<file path="config.mk">
export PLATFORM = sky130hd
export DESIGN_NAME = tec_core
export DESIGN_NICKNAME = d
export VERILOG_FILES = /design/src/logic/tec_pkg.sv /design/src/logic/tec_axil_slave.sv /design/src/logic/tec_core.sv
export VERILOG_INCLUDE_DIRS = /design/src /design/src/logic
export SDC_FILE = /design/constraint.sdc
export NUM_CORES = 1
export LEC_CHECK = 0
export BUFFER_PORTS_ARGS = -buffer_cell sky130_fd_sc_hd__buf_4
export CORE_UTILIZATION = 44
export DETAILED_ROUTE_END_ITERATION = 16
export GPL_TIMING_DRIVEN = 0
export HOLD_SLACK_MARGIN = 0.15
export PLACE_DENSITY = 0.85
export SYNTH_ARGS = -nofsm -noshare
export SYNTH_HDL_FRONTEND = slang
export SYNTH_SLANG_ARGS = --single-unit
export TNS_END_PERCENT = 1
</file>
<file path="constraint.sdc">
create_clock -name clk_sys_in -period 2 [get_ports clk_sys_in]
set_clock_uncertainty 0.05 [all_clocks]
set_input_delay 0 -clock clk_sys_in [delete_from_list [all_inputs] [get_ports clk_sys_in]]
set_output_delay 0 -clock clk_sys_in [all_outputs]
set_load 0.005 [all_outputs]
</file>
<file path="src/logic/tec_consts.svh">
/*
 * Register indices, field positions, masks, reset values and event action codes
 * of the timer event and interrupt control block.
 * Assumes a 32-bit AXI4-Lite slave where the byte address is four times the index.
 */
`ifndef TEC_CONSTS_SVH
`define TEC_CONSTS_SVH

`define TEC_ADDR_W 12
`define TEC_IDX_DBGCTL 10'h008
`define TEC_IDX_EVCTL 10'h00A
`define TEC_IDX_IENCLR 10'h00C
`define TEC_IDX_IENSET 10'h00D
`define TEC_IDX_STATUS 10'h020
`define TEC_IDX_STCLR 10'h021

`define TEC_EVCTL_MASK 16'h3137
`define TEC_EVCTL_LOCKED 16'h0007
`define TEC_IRQ_MASK 8'h3B
`define TEC_EVCTL_RST 16'h0000
`define TEC_IRQ_RST 8'h00
`define TEC_DBG_RST 1'b0

`define TEC_BIT_RUN_HALT 0
`define TEC_BIT_INV 4
`define TEC_BIT_INEN 5
`define TEC_BIT_WRAPEO 8
`define TEC_BIT_CHEO0 12
`define TEC_IRQ_WRAP 0
`define TEC_IRQ_ERR 1
`define TEC_IRQ_SYNC 3
`define TEC_IRQ_CH0 4

`define TEC_ACT_OFF 3'h0
`define TEC_ACT_RETRIG 3'h1
`define TEC_ACT_COUNT 3'h2
`define TEC_ACT_START 3'h3
`define TEC_ACT_PERIOD0 3'h5
`define TEC_ACT_PERIOD1 3'h6

`endif

</file>
<file path="src/logic/tec_pkg.sv">
/*
 * Types shared by the register slave and the event control core.
 * Assumes the constants header for widths of indices.
 */
package tec_pkg;

    // One register write handed from the bus slave to the core
    typedef struct packed {
        logic valid;
        logic [9:0] idx;
        logic [31:0] data;
        logic [3:0] strb;
    } tec_wreq_type;

    typedef struct packed {
        logic aw_have;
        logic w_have;
        logic [9:0] widx;
        logic [31:0] wdata;
        logic [3:0] wstrb;
        logic bvalid;
        logic [1:0] bresp;
        logic rvalid;
        logic [31:0] rdata;
        logic [1:0] rresp;
    } tec_axil_state_type;

    typedef struct packed {
        logic dbg_run;
        logic [15:0] evctl;
        logic [7:0] irq_en;
        logic [7:0] status;
        logic sync_prev;
        logic halt;
        logic [1:0] chan_ev;
        logic wrap_ev;
        logic retrig;
        logic count;
        logic start;
        logic [1:0] cap_en;
        logic cap_period_chan;
        logic cap_src;
    } tec_core_state_type;

endpackage

</file>
<file path="src/logic/tec_axil_slave.sv">
/*
 * AXI4-Lite slave front end: takes write address and data in either order,
 * hands one write request to the core, answers reads from the core's mux.
 * Assumes the core decodes indices combinationally and flags unmapped ones.
 */
`timescale 1ns/1ns
`include "tec_consts.svh"

module tec_axil_slave
    import tec_pkg::*;
(
    // Clock and reset
    input wire logic clk_sys_in,
    input wire logic rst_n_in,
    // Write channels
    input wire logic [`TEC_ADDR_W-1:0] awaddr_in,
    input wire logic awvalid_in,
    output logic awready_out,
    input wire logic [31:0] wdata_in,
    input wire logic [3:0] wstrb_in,
    input wire logic wvalid_in,
    output logic wready_out,
    output logic [1:0] bresp_out,
    output logic bvalid_out,
    input wire logic bready_in,
    // Read channels
    input wire logic [`TEC_ADDR_W-1:0] araddr_in,
    input wire logic arvalid_in,
    output logic arready_out,
    output logic [31:0] rdata_out,
    output logic [1:0] rresp_out,
    output logic rvalid_out,
    input wire logic rready_in,
    // Core side
    output tec_wreq_type wreq_out,
    input wire logic wr_err_in,
    output logic [9:0] rd_idx_out,
    input wire logic [31:0] rd_data_in,
    input wire logic rd_err_in
);

    tec_axil_state_type s_r;
    tec_axil_state_type s_nxt;

    assign awready_out = !s_r.aw_have && !s_r.bvalid;
    assign wready_out = !s_r.w_have && !s_r.bvalid;
    assign bvalid_out = s_r.bvalid;
    assign bresp_out = s_r.bresp;
    assign arready_out = !s_r.rvalid;
    assign rvalid_out = s_r.rvalid;
    assign rdata_out = s_r.rdata;
    assign rresp_out = s_r.rresp;
    assign rd_idx_out = araddr_in[`TEC_ADDR_W-1:2];
    assign wreq_out = '{valid: s_r.aw_have && s_r.w_have, idx: s_r.widx,
                        data: s_r.wdata, strb: s_r.wstrb};

    always_comb begin
        s_nxt = s_r;
        if (awvalid_in && awready_out) begin
            s_nxt.aw_have = 1'b1;
            s_nxt.widx = awaddr_in[`TEC_ADDR_W-1:2];
        end
        if (wvalid_in && wready_out) begin
            s_nxt.w_have = 1'b1;
            s_nxt.wdata = wdata_in;
            s_nxt.wstrb = wstrb_in;
        end
        // Both halves held: the write lands this cycle, response follows
        if (s_r.aw_have && s_r.w_have) begin
            s_nxt.aw_have = 1'b0;
            s_nxt.w_have = 1'b0;
            s_nxt.bvalid = 1'b1;
            s_nxt.bresp = wr_err_in ? 2'h2 : 2'h0;
        end
        if (s_r.bvalid && bready_in) begin
            s_nxt.bvalid = 1'b0;
        end
        if (s_r.rvalid && rready_in) begin
            s_nxt.rvalid = 1'b0;
        end
        if (arvalid_in && arready_out) begin
            s_nxt.rvalid = 1'b1;
            s_nxt.rdata = rd_data_in;
            s_nxt.rresp = rd_err_in ? 2'h2 : 2'h0;
        end
    end

    always_ff @(posedge clk_sys_in or negedge rst_n_in) begin
        if (!rst_n_in) begin
            s_r <= '0;
        end else begin
            s_r <= s_nxt;
        end
    end

endmodule

</file>
<file path="src/logic/tec_core.sv">
/*
 * Timer event and interrupt control: debug-run bit, event control register,
 * shared interrupt enables, sticky interrupt status, event in/out routing.
 * Assumes the counter core, the event network and the sync logic all run on
 * clk_sys_in and deliver one-cycle pulses; the core reports its enable level.
 */
`timescale 1ns/1ns
`include "tec_consts.svh"

//////////////////////////////////////////////////////////////////////////////
// Functional notes
// Debug-run bit survives software reset; only the hardware reset clears it.
// Debug-run 0 halts the timer in debug halt; 1 keeps it running.
// Software should not change debug-run while the timer is enabled.
// Channel event-out enables pass match/capture pulses as output events, else none.
// Wrap event-out enable passes overflow/underflow pulses as output events.
// Event-input enable gates incoming events; clear means ignored.
// Inversion bit inverts the incoming source for period/width capture only.
// Action 0 none, 1 retrigger, 2 count step, 3 start.
// Action 5 period to channel 0; action 6 period to channel 1.
// Event action field changes only while the timer is disabled.
// Output enables, input enable and inversion stay writable while enabled.
// Reserved bits read zero; software writes zero there.
// Writing one to enable-clear clears that enable; zero leaves it.
// Writing one to enable-set sets that enable; zero leaves it.
// Set and clear registers share one enable state and read it back.
// Enables: wrap bit 0, error 1, sync done 3, channels 5:4.
// Reserved actions 4 and 7 act as no action.
// A channel flag requests an interrupt only while its enable is set.
// Sync-done flag sets when sync busy falls, unless enable or reset caused it.
module tec_core
    import tec_pkg::*;
(
    // Clock and reset
    input wire logic clk_sys_in,
    input wire logic rst_n_in,
    // AXI4-Lite write channels
    input wire logic [`TEC_ADDR_W-1:0] awaddr_in,
    input wire logic awvalid_in,
    output logic awready_out,
    input wire logic [31:0] wdata_in,
    input wire logic [3:0] wstrb_in,
    input wire logic wvalid_in,
    output logic wready_out,
    output logic [1:0] bresp_out,
    output logic bvalid_out,
    input wire logic bready_in,
    // AXI4-Lite read channels
    input wire logic [`TEC_ADDR_W-1:0] araddr_in,
    input wire logic arvalid_in,
    output logic arready_out,
    output logic [31:0] rdata_out,
    output logic [1:0] rresp_out,
    output logic rvalid_out,
    input wire logic rready_in,
    // Counter core status
    input wire logic timer_enabled_in,
    input wire logic sw_reset_in,
    input wire logic debug_halted_in,
    input wire logic sync_in_progress_in,
    input wire logic sync_fall_by_enable_in,
    // Counter core events
    input wire logic [1:0] chan_match_capture_in,
    input wire logic wraparound_in,
    input wire logic capture_error_in,
    // Event network
    input wire logic event_in,
    output logic [1:0] chan_event_out,
    output logic wrap_event_out,
    // Counter core controls
    output logic timer_halt_out,
    output logic retrigger_out,
    output logic count_step_out,
    output logic start_out,
    output logic [1:0] capture_en_out,
    output logic capture_period_chan_out,
    output logic capture_src_out,
    // Interrupt
    output logic irq_out
);

    tec_core_state_type s_r;
    tec_core_state_type s_nxt;
    tec_wreq_type wreq;
    logic [9:0] rd_idx;
    logic [31:0] rd_data;
    logic rd_err;
    logic wr_err;

    tec_axil_slave u_slave (
        .clk_sys_in(clk_sys_in),
        .rst_n_in(rst_n_in),
        .awaddr_in(awaddr_in),
        .awvalid_in(awvalid_in),
        .awready_out(awready_out),
        .wdata_in(wdata_in),
        .wstrb_in(wstrb_in),
        .wvalid_in(wvalid_in),
        .wready_out(wready_out),
        .bresp_out(bresp_out),
        .bvalid_out(bvalid_out),
        .bready_in(bready_in),
        .araddr_in(araddr_in),
        .arvalid_in(arvalid_in),
        .arready_out(arready_out),
        .rdata_out(rdata_out),
        .rresp_out(rresp_out),
        .rvalid_out(rvalid_out),
        .rready_in(rready_in),
        .wreq_out(wreq),
        .wr_err_in(wr_err),
        .rd_idx_out(rd_idx),
        .rd_data_in(rd_data),
        .rd_err_in(rd_err)
    );

    //////////////////////////////////////////////////////////////////////////
    // Register read mux and address decode

    function automatic logic mapped(input logic [9:0] idx);
        mapped = (idx == `TEC_IDX_DBGCTL) || (idx == `TEC_IDX_EVCTL) ||
                 (idx == `TEC_IDX_IENCLR) || (idx == `TEC_IDX_IENSET) ||
                 (idx == `TEC_IDX_STATUS) || (idx == `TEC_IDX_STCLR);
    endfunction

    assign wr_err = !mapped(wreq.idx);
    assign rd_err = !mapped(rd_idx);

    always_comb begin
        rd_data = 32'h0000_0000;
        unique case (rd_idx)
            `TEC_IDX_DBGCTL: rd_data[`TEC_BIT_RUN_HALT] = s_r.dbg_run;
            `TEC_IDX_EVCTL: rd_data[15:0] = s_r.evctl & `TEC_EVCTL_MASK;
            `TEC_IDX_IENCLR,
            `TEC_IDX_IENSET: rd_data[7:0] = s_r.irq_en & `TEC_IRQ_MASK;
            `TEC_IDX_STATUS: rd_data[7:0] = s_r.status & `TEC_IRQ_MASK;
            default: rd_data = 32'h0000_0000;
        endcase
    end

    //////////////////////////////////////////////////////////////////////////
    // Next state

    always_comb begin
        logic [15:0] lane_mask;
        logic [15:0] ev_new;
        logic [7:0] st_set;
        logic [7:0] st_clr;
        logic [2:0] act;
        logic ev_ok;
        logic cap_mode;
        lane_mask = {{8{wreq.strb[1]}}, {8{wreq.strb[0]}}};
        ev_new = 16'h0000;
        st_set = 8'h00;
        st_clr = 8'h00;
        act = s_r.evctl[2:0];
        ev_ok = event_in && s_r.evctl[`TEC_BIT_INEN];
        cap_mode = (act == `TEC_ACT_PERIOD0) || (act == `TEC_ACT_PERIOD1);
        s_nxt = s_r;

        // Register writes; narrow registers take the low byte lane only
        if (wreq.valid) begin
            unique case (wreq.idx)
                `TEC_IDX_DBGCTL: begin
                    if (wreq.strb[0]) begin
                        s_nxt.dbg_run = wreq.data[`TEC_BIT_RUN_HALT];
                    end
                end
                `TEC_IDX_EVCTL: begin
                    ev_new = (s_r.evctl & ~lane_mask) | (wreq.data[15:0] & lane_mask);
                    if (timer_enabled_in) begin
                        // Action is locked while running; other fields stay open
                        ev_new = (ev_new & ~`TEC_EVCTL_LOCKED) |
                                 (s_r.evctl & `TEC_EVCTL_LOCKED);
                    end
                    s_nxt.evctl = ev_new & `TEC_EVCTL_MASK;
                end
                `TEC_IDX_IENCLR: begin
                    if (wreq.strb[0]) begin
                        s_nxt.irq_en = s_r.irq_en & ~(wreq.data[7:0] & `TEC_IRQ_MASK);
                    end
                end
                `TEC_IDX_IENSET: begin
                    if (wreq.strb[0]) begin
                        s_nxt.irq_en = s_r.irq_en | (wreq.data[7:0] & `TEC_IRQ_MASK);
                    end
                end
                `TEC_IDX_STCLR: begin
                    if (wreq.strb[0]) begin
                        st_clr = wreq.data[7:0];
                    end
                end
                default: begin
                end
            endcase
        end

        // Sticky status; a set in the clearing cycle wins
        st_set[`TEC_IRQ_WRAP] = wraparound_in;
        st_set[`TEC_IRQ_ERR] = capture_error_in;
        st_set[`TEC_IRQ_SYNC] = s_r.sync_prev && !sync_in_progress_in &&
                                !sync_fall_by_enable_in && !sw_reset_in;
        st_set[`TEC_IRQ_CH0 +: 2] = chan_match_capture_in;
        s_nxt.status = ((s_r.status & ~st_clr) | st_set) & `TEC_IRQ_MASK;
        s_nxt.sync_prev = sync_in_progress_in;

        // Halt request follows debug state unless run-in-debug is set
        s_nxt.halt = debug_halted_in && !s_r.dbg_run;

        // Outgoing events
        s_nxt.chan_ev = chan_match_capture_in &
                        s_r.evctl[`TEC_BIT_CHEO0 +: 2];
        s_nxt.wrap_ev = wraparound_in && s_r.evctl[`TEC_BIT_WRAPEO];

        // Incoming event actions; codes 4 and 7 fall through to nothing
        s_nxt.retrig = ev_ok && (act == `TEC_ACT_RETRIG);
        s_nxt.count = ev_ok && (act == `TEC_ACT_COUNT);
        s_nxt.start = ev_ok && (act == `TEC_ACT_START);
        s_nxt.cap_en = {2{cap_mode && s_r.evctl[`TEC_BIT_INEN]}};
        s_nxt.cap_period_chan = (act == `TEC_ACT_PERIOD1);
        s_nxt.cap_src = cap_mode && s_r.evctl[`TEC_BIT_INEN] &&
                        (event_in ^ s_r.evctl[`TEC_BIT_INV]);

        // Software reset returns event control, enables and status; the debug-run bit is kept
        if (sw_reset_in) begin
            s_nxt.evctl = `TEC_EVCTL_RST;
            s_nxt.irq_en = `TEC_IRQ_RST;
            s_nxt.status = `TEC_IRQ_RST;
            s_nxt.dbg_run = s_r.dbg_run;
        end
    end

    always_ff @(posedge clk_sys_in or negedge rst_n_in) begin
        if (!rst_n_in) begin
            s_r <= '0;
        end else begin
            s_r <= s_nxt;
        end
    end

    //////////////////////////////////////////////////////////////////////////
    // Outputs

    assign chan_event_out = s_r.chan_ev;
    assign wrap_event_out = s_r.wrap_ev;
    assign timer_halt_out = s_r.halt;
    assign retrigger_out = s_r.retrig;
    assign count_step_out = s_r.count;
    assign start_out = s_r.start;
    assign capture_en_out = s_r.cap_en;
    assign capture_period_chan_out = s_r.cap_period_chan;
    assign capture_src_out = s_r.cap_src;
    // Only enabled flags reach the line
    assign irq_out = |(s_r.status & s_r.irq_en);

    logic wr_ev;
    logic wr_clr;
    logic wr_set;
    logic wr_dbg;
    assign wr_ev = wreq.valid && (wreq.idx == `TEC_IDX_EVCTL);
    assign wr_clr = wreq.valid && (wreq.idx == `TEC_IDX_IENCLR) && wreq.strb[0];
    assign wr_set = wreq.valid && (wreq.idx == `TEC_IDX_IENSET) && wreq.strb[0];
    assign wr_dbg = wreq.valid && (wreq.idx == `TEC_IDX_DBGCTL);
endmodule

</file>
==> impl_metrics.csv <==
group,metric,value,unit
power_and_ir_drop,p_switching,0.001303,W
yosys,synthesis.area,3236,sq um
critical_path,required,2.17,ns
critical_path,cp-end-kind,"register",
sta,rsz0062_at_grt,"true",
clock_tree,clock_latency,0.34,ns
final_layout,utilization,67.87,%
yosys,synthArstFlopShare,100.0,%
yosys,synthTopCellsByArea,"dfrtp_1 (51%), buf_4 (9.3%), mux2_2 (5.6%), a21oi_1 (2.8%), nor4_4 (2.6%)",
detailed_routing,dr.first_iter.drc_count,123,
power_and_ir_drop,peakVddDrop,741.2,uV
grt,grt_pass1_wl,12.01,mm
critical_path,r2r_cells,5,
power_and_ir_drop,switching_share,30.63,%
yosys,synth_top_area_share,51.04,%
power_and_ir_drop,seqPwrFrac,44.4,%
critical_path,crit_path_start,"u_slave.wreq_out[43]",
die,coreArea,6944,sq um
hold_path,holdPathStages,5,
critical_path,path_class,"reg2reg",
critical_path,cp_max_fo,8,
clock_tree,clock-sinks,66,
sta,relSlewSlack,45.93,%
detailed_routing,postRouteAntennaNets,0,
clock_tree,cts_tree,"built",
run,cap_violations,0,
yosys,synthCells,302,
clock_tree,numCtsBuffers,9,
sta,drv_slew,0,
power_and_ir_drop,p_leak,2.269,nW
sta,hold_viol,0,
clock_tree,htreeDepth,3,
die,start_util,46.59,%
grt,grt_pass1_vias,2563,
detailed_routing,dr.pass1.iters,4,
critical_path,crit_end,"s_r[44]",
outcome,status,"complete, no violations",
final_layout,drive_gt1_share,36.58,%
sta,fin_hold_ws,0.1479,ns
final_layout,area_growth_syn_to_layout,45.67,%
clock_tree,root_buffer,"clkbuf_8",
clock_tree,clk_pin_slew_worst_paths,0.08,ns
yosys,ys_types,48,
yosys,synth_warnings,0,
sta,setup-violations-final,0,
grt,grt_usage,20.77,%
critical_path,cp.arrival,2.14,ns
die,die_y,87.76,um
detailed_routing,vias,2697,
yosys,synth_edf_count,0,
clock_tree,cts_buffer_depth,2,
yosys,yosysSeqAreaShare,51.04,%
yosys,synthFlopType,"dfrtp_1",
critical_path,start_kind,"register",
detailed_routing,wirelength,7.461,mm
die,dieWidth,87.76,um
final_layout,mostFrequentLayoutCells,"buf_4 (115), dfrtp_1 (65), dlygate4sd3_1 (44)",
power_and_ir_drop,pwr-share-comb,26.1,%
yosys,synth_seq_cells,66,
critical_path,r2r-end,"s_r[44]",
critical_path,rrSetupSlack,0.03,ns
grt,grt_max_degree,67,
power_and_ir_drop,total_power,0.004256,W
power_and_ir_drop,pwr-share-clk,29.5,%
power_and_ir_drop,intPower,0.002952,W
grt,gr-total-overflow,0,
final_layout,fin_cells,558,
placed_design,port_buffers,74,
final_layout,insertedDiodeCount,0,
sta,fmax,0.5068,GHz
critical_path,rr_startpoint,"u_slave.wreq_out[43]",
detailed_routing,via_per_inst,4.833,
placed_design,dp_hpwl,5.019,mm
final_layout,final_common_cell,"buf_4",
sta,tightest_slew,0.8110,ns
final_layout,final_net_count,534,
sta,fin_crit_sh,98.66,%
grt,antenna_found_initial,0,
die,rows,30,
sta,tns,0,ns
sta,fin_crit,1.973,ns
die,die_area,7701,sq um
yosys,synth_area_per_cell,10.71,sq um
power_and_ir_drop,powerDensity,902.9,nW/um^2
detailed_routing,routedWlPerCell,13.37,um
detailed_routing,drc_errors,0,
hold_path,min_path_type,"in2reg",
yosys,synth_area_leader_cell,"dfrtp_1",
die,io_pins,130,
placed_design,dp.cells,496,
placed_design,gp_congestion,0.8242,
through the flow:
stage	setup WS [ns]	cell area (sq um)
after floorplan	0.06258	3326
after global placement	0.0003618	4001
after detailed placement	-0.04447	4001
after CTS	0.002329	4686
after global routing	-0.06424	4713
final	0.02686	4713
final cells by class:
type | count | area, sq um
Fill cell | 514 | 2231
Sequential cell | 66 | 1653
Multi-Input combinational cell | 197 | 1300
Timing Repair Buffer | 120 | 1016
Buffer | 51 | 351.6
Clock buffer | 10 | 137.6
Tap cell | 96 | 120.1
Clock inverter | 6 | 90.09
Inverter | 12 | 45.04
power groups by stage:
stage | Sequential (W) | Clock, W | Combinational (W)
final | 0.00189 | 0.00125 | 0.00111
after global routing | 0.00193 | 0.00135 | 0.00123
after CTS | 0.00188 | 0.00127 | 0.00110
after detailed placement | 0.00190 | 0 | 0.00100
after global placement | 0.00188 | 0 | 0.000963
after floorplan | 0.00182 | 0 | 0.000695
sequential cells by signal, summed over array words and instances (netlist names), 2 cells and up:
name	count
chan_event_out	2
s_r	20
u_slave.rdata_out	9
u_slave.s_r	2
u_slave.wreq_out	21
how the worst min path moves through the flow:
stage	start	end	slack (ns)
4_1_cts	araddr_in[11]	u_slave.rdata_out[5]	0.15
3_3_place_gp	sync_in_progress_in	s_r[11]	0.07
2_1_floorplan	rst_n_in	capture_en_out[0]	-0.35
5_1_grt	araddr_in[10]	u_slave.rdata_out[1]	0.16
6_report	araddr_in[10]	u_slave.rdata_out[5]	0.15
3_5_place_dp	sync_in_progress_in	s_r[11]	0.07
cells in the mapped netlist (all sizes together), types with 2 or more instances:
| cell | number |
|---|---|
| nor3b | 4 |
| mux2 | 16 |
| nand2 | 21 |
| nand4b | 4 |
| or3b | 2 |
| nor2b | 3 |
| buf | 41 |
| nand4 | 2 |
| nor3 | 2 |
| inv | 12 |
| a22oi | 4 |
| or4b | 2 |
| a311oi | 3 |
| mux2i | 4 |
| clkbuf | 10 |
| a21o | 2 |
| a221oi | 2 |
| or4 | 5 |
| nand3 | 12 |
| a21oi | 18 |
| nor4b | 2 |
| and3 | 2 |
| dfrtp | 66 |
| and2 | 6 |
| xor2 | 2 |
| nor4 | 4 |
| nor2 | 21 |
| o21ai | 15 |
what timing repair did:
action / 4_1_cts / 5_1_grt
setup buffers: 0 / 1
setup endpoints to repair: 13 / 21
cloned: 0 / 0
hold endpoints to repair: 126 / 0
resized for setup: 3 / 6
hold buffers: 45 / 0
pin swaps: 4 / 3
metal layers:
metal,routed length (um),global-route usage (%),up-vias
li1,-,-,1323
met1,3170,25.18,1257
met2,3687,36.08,106
met3,512,5.655,11
met4,91,6.259,0
met5,0,0,-
worst max-delay path: stages (launching register included):
cell,delay [ns]
dfrtp_1,0.38
or4_4,0.54
buf_6,0.17
or4_4,0.51
o21ai_1,0.13
o31ai_1,0.08
logic make-up (layout without fill, tap and decap cells):
logic type,Yosys count,after routing,share of synthesized area (%)
compound gates,54,54,10.48
flops,66,66,51.04
xor+xnor,2,2,0.5415
simple gates,96,96,18.83
other cells,1,25,0.1159
buf+inv,63,199,12.18
mux,20,20,6.806
Power figures use the tool's default switching activity.
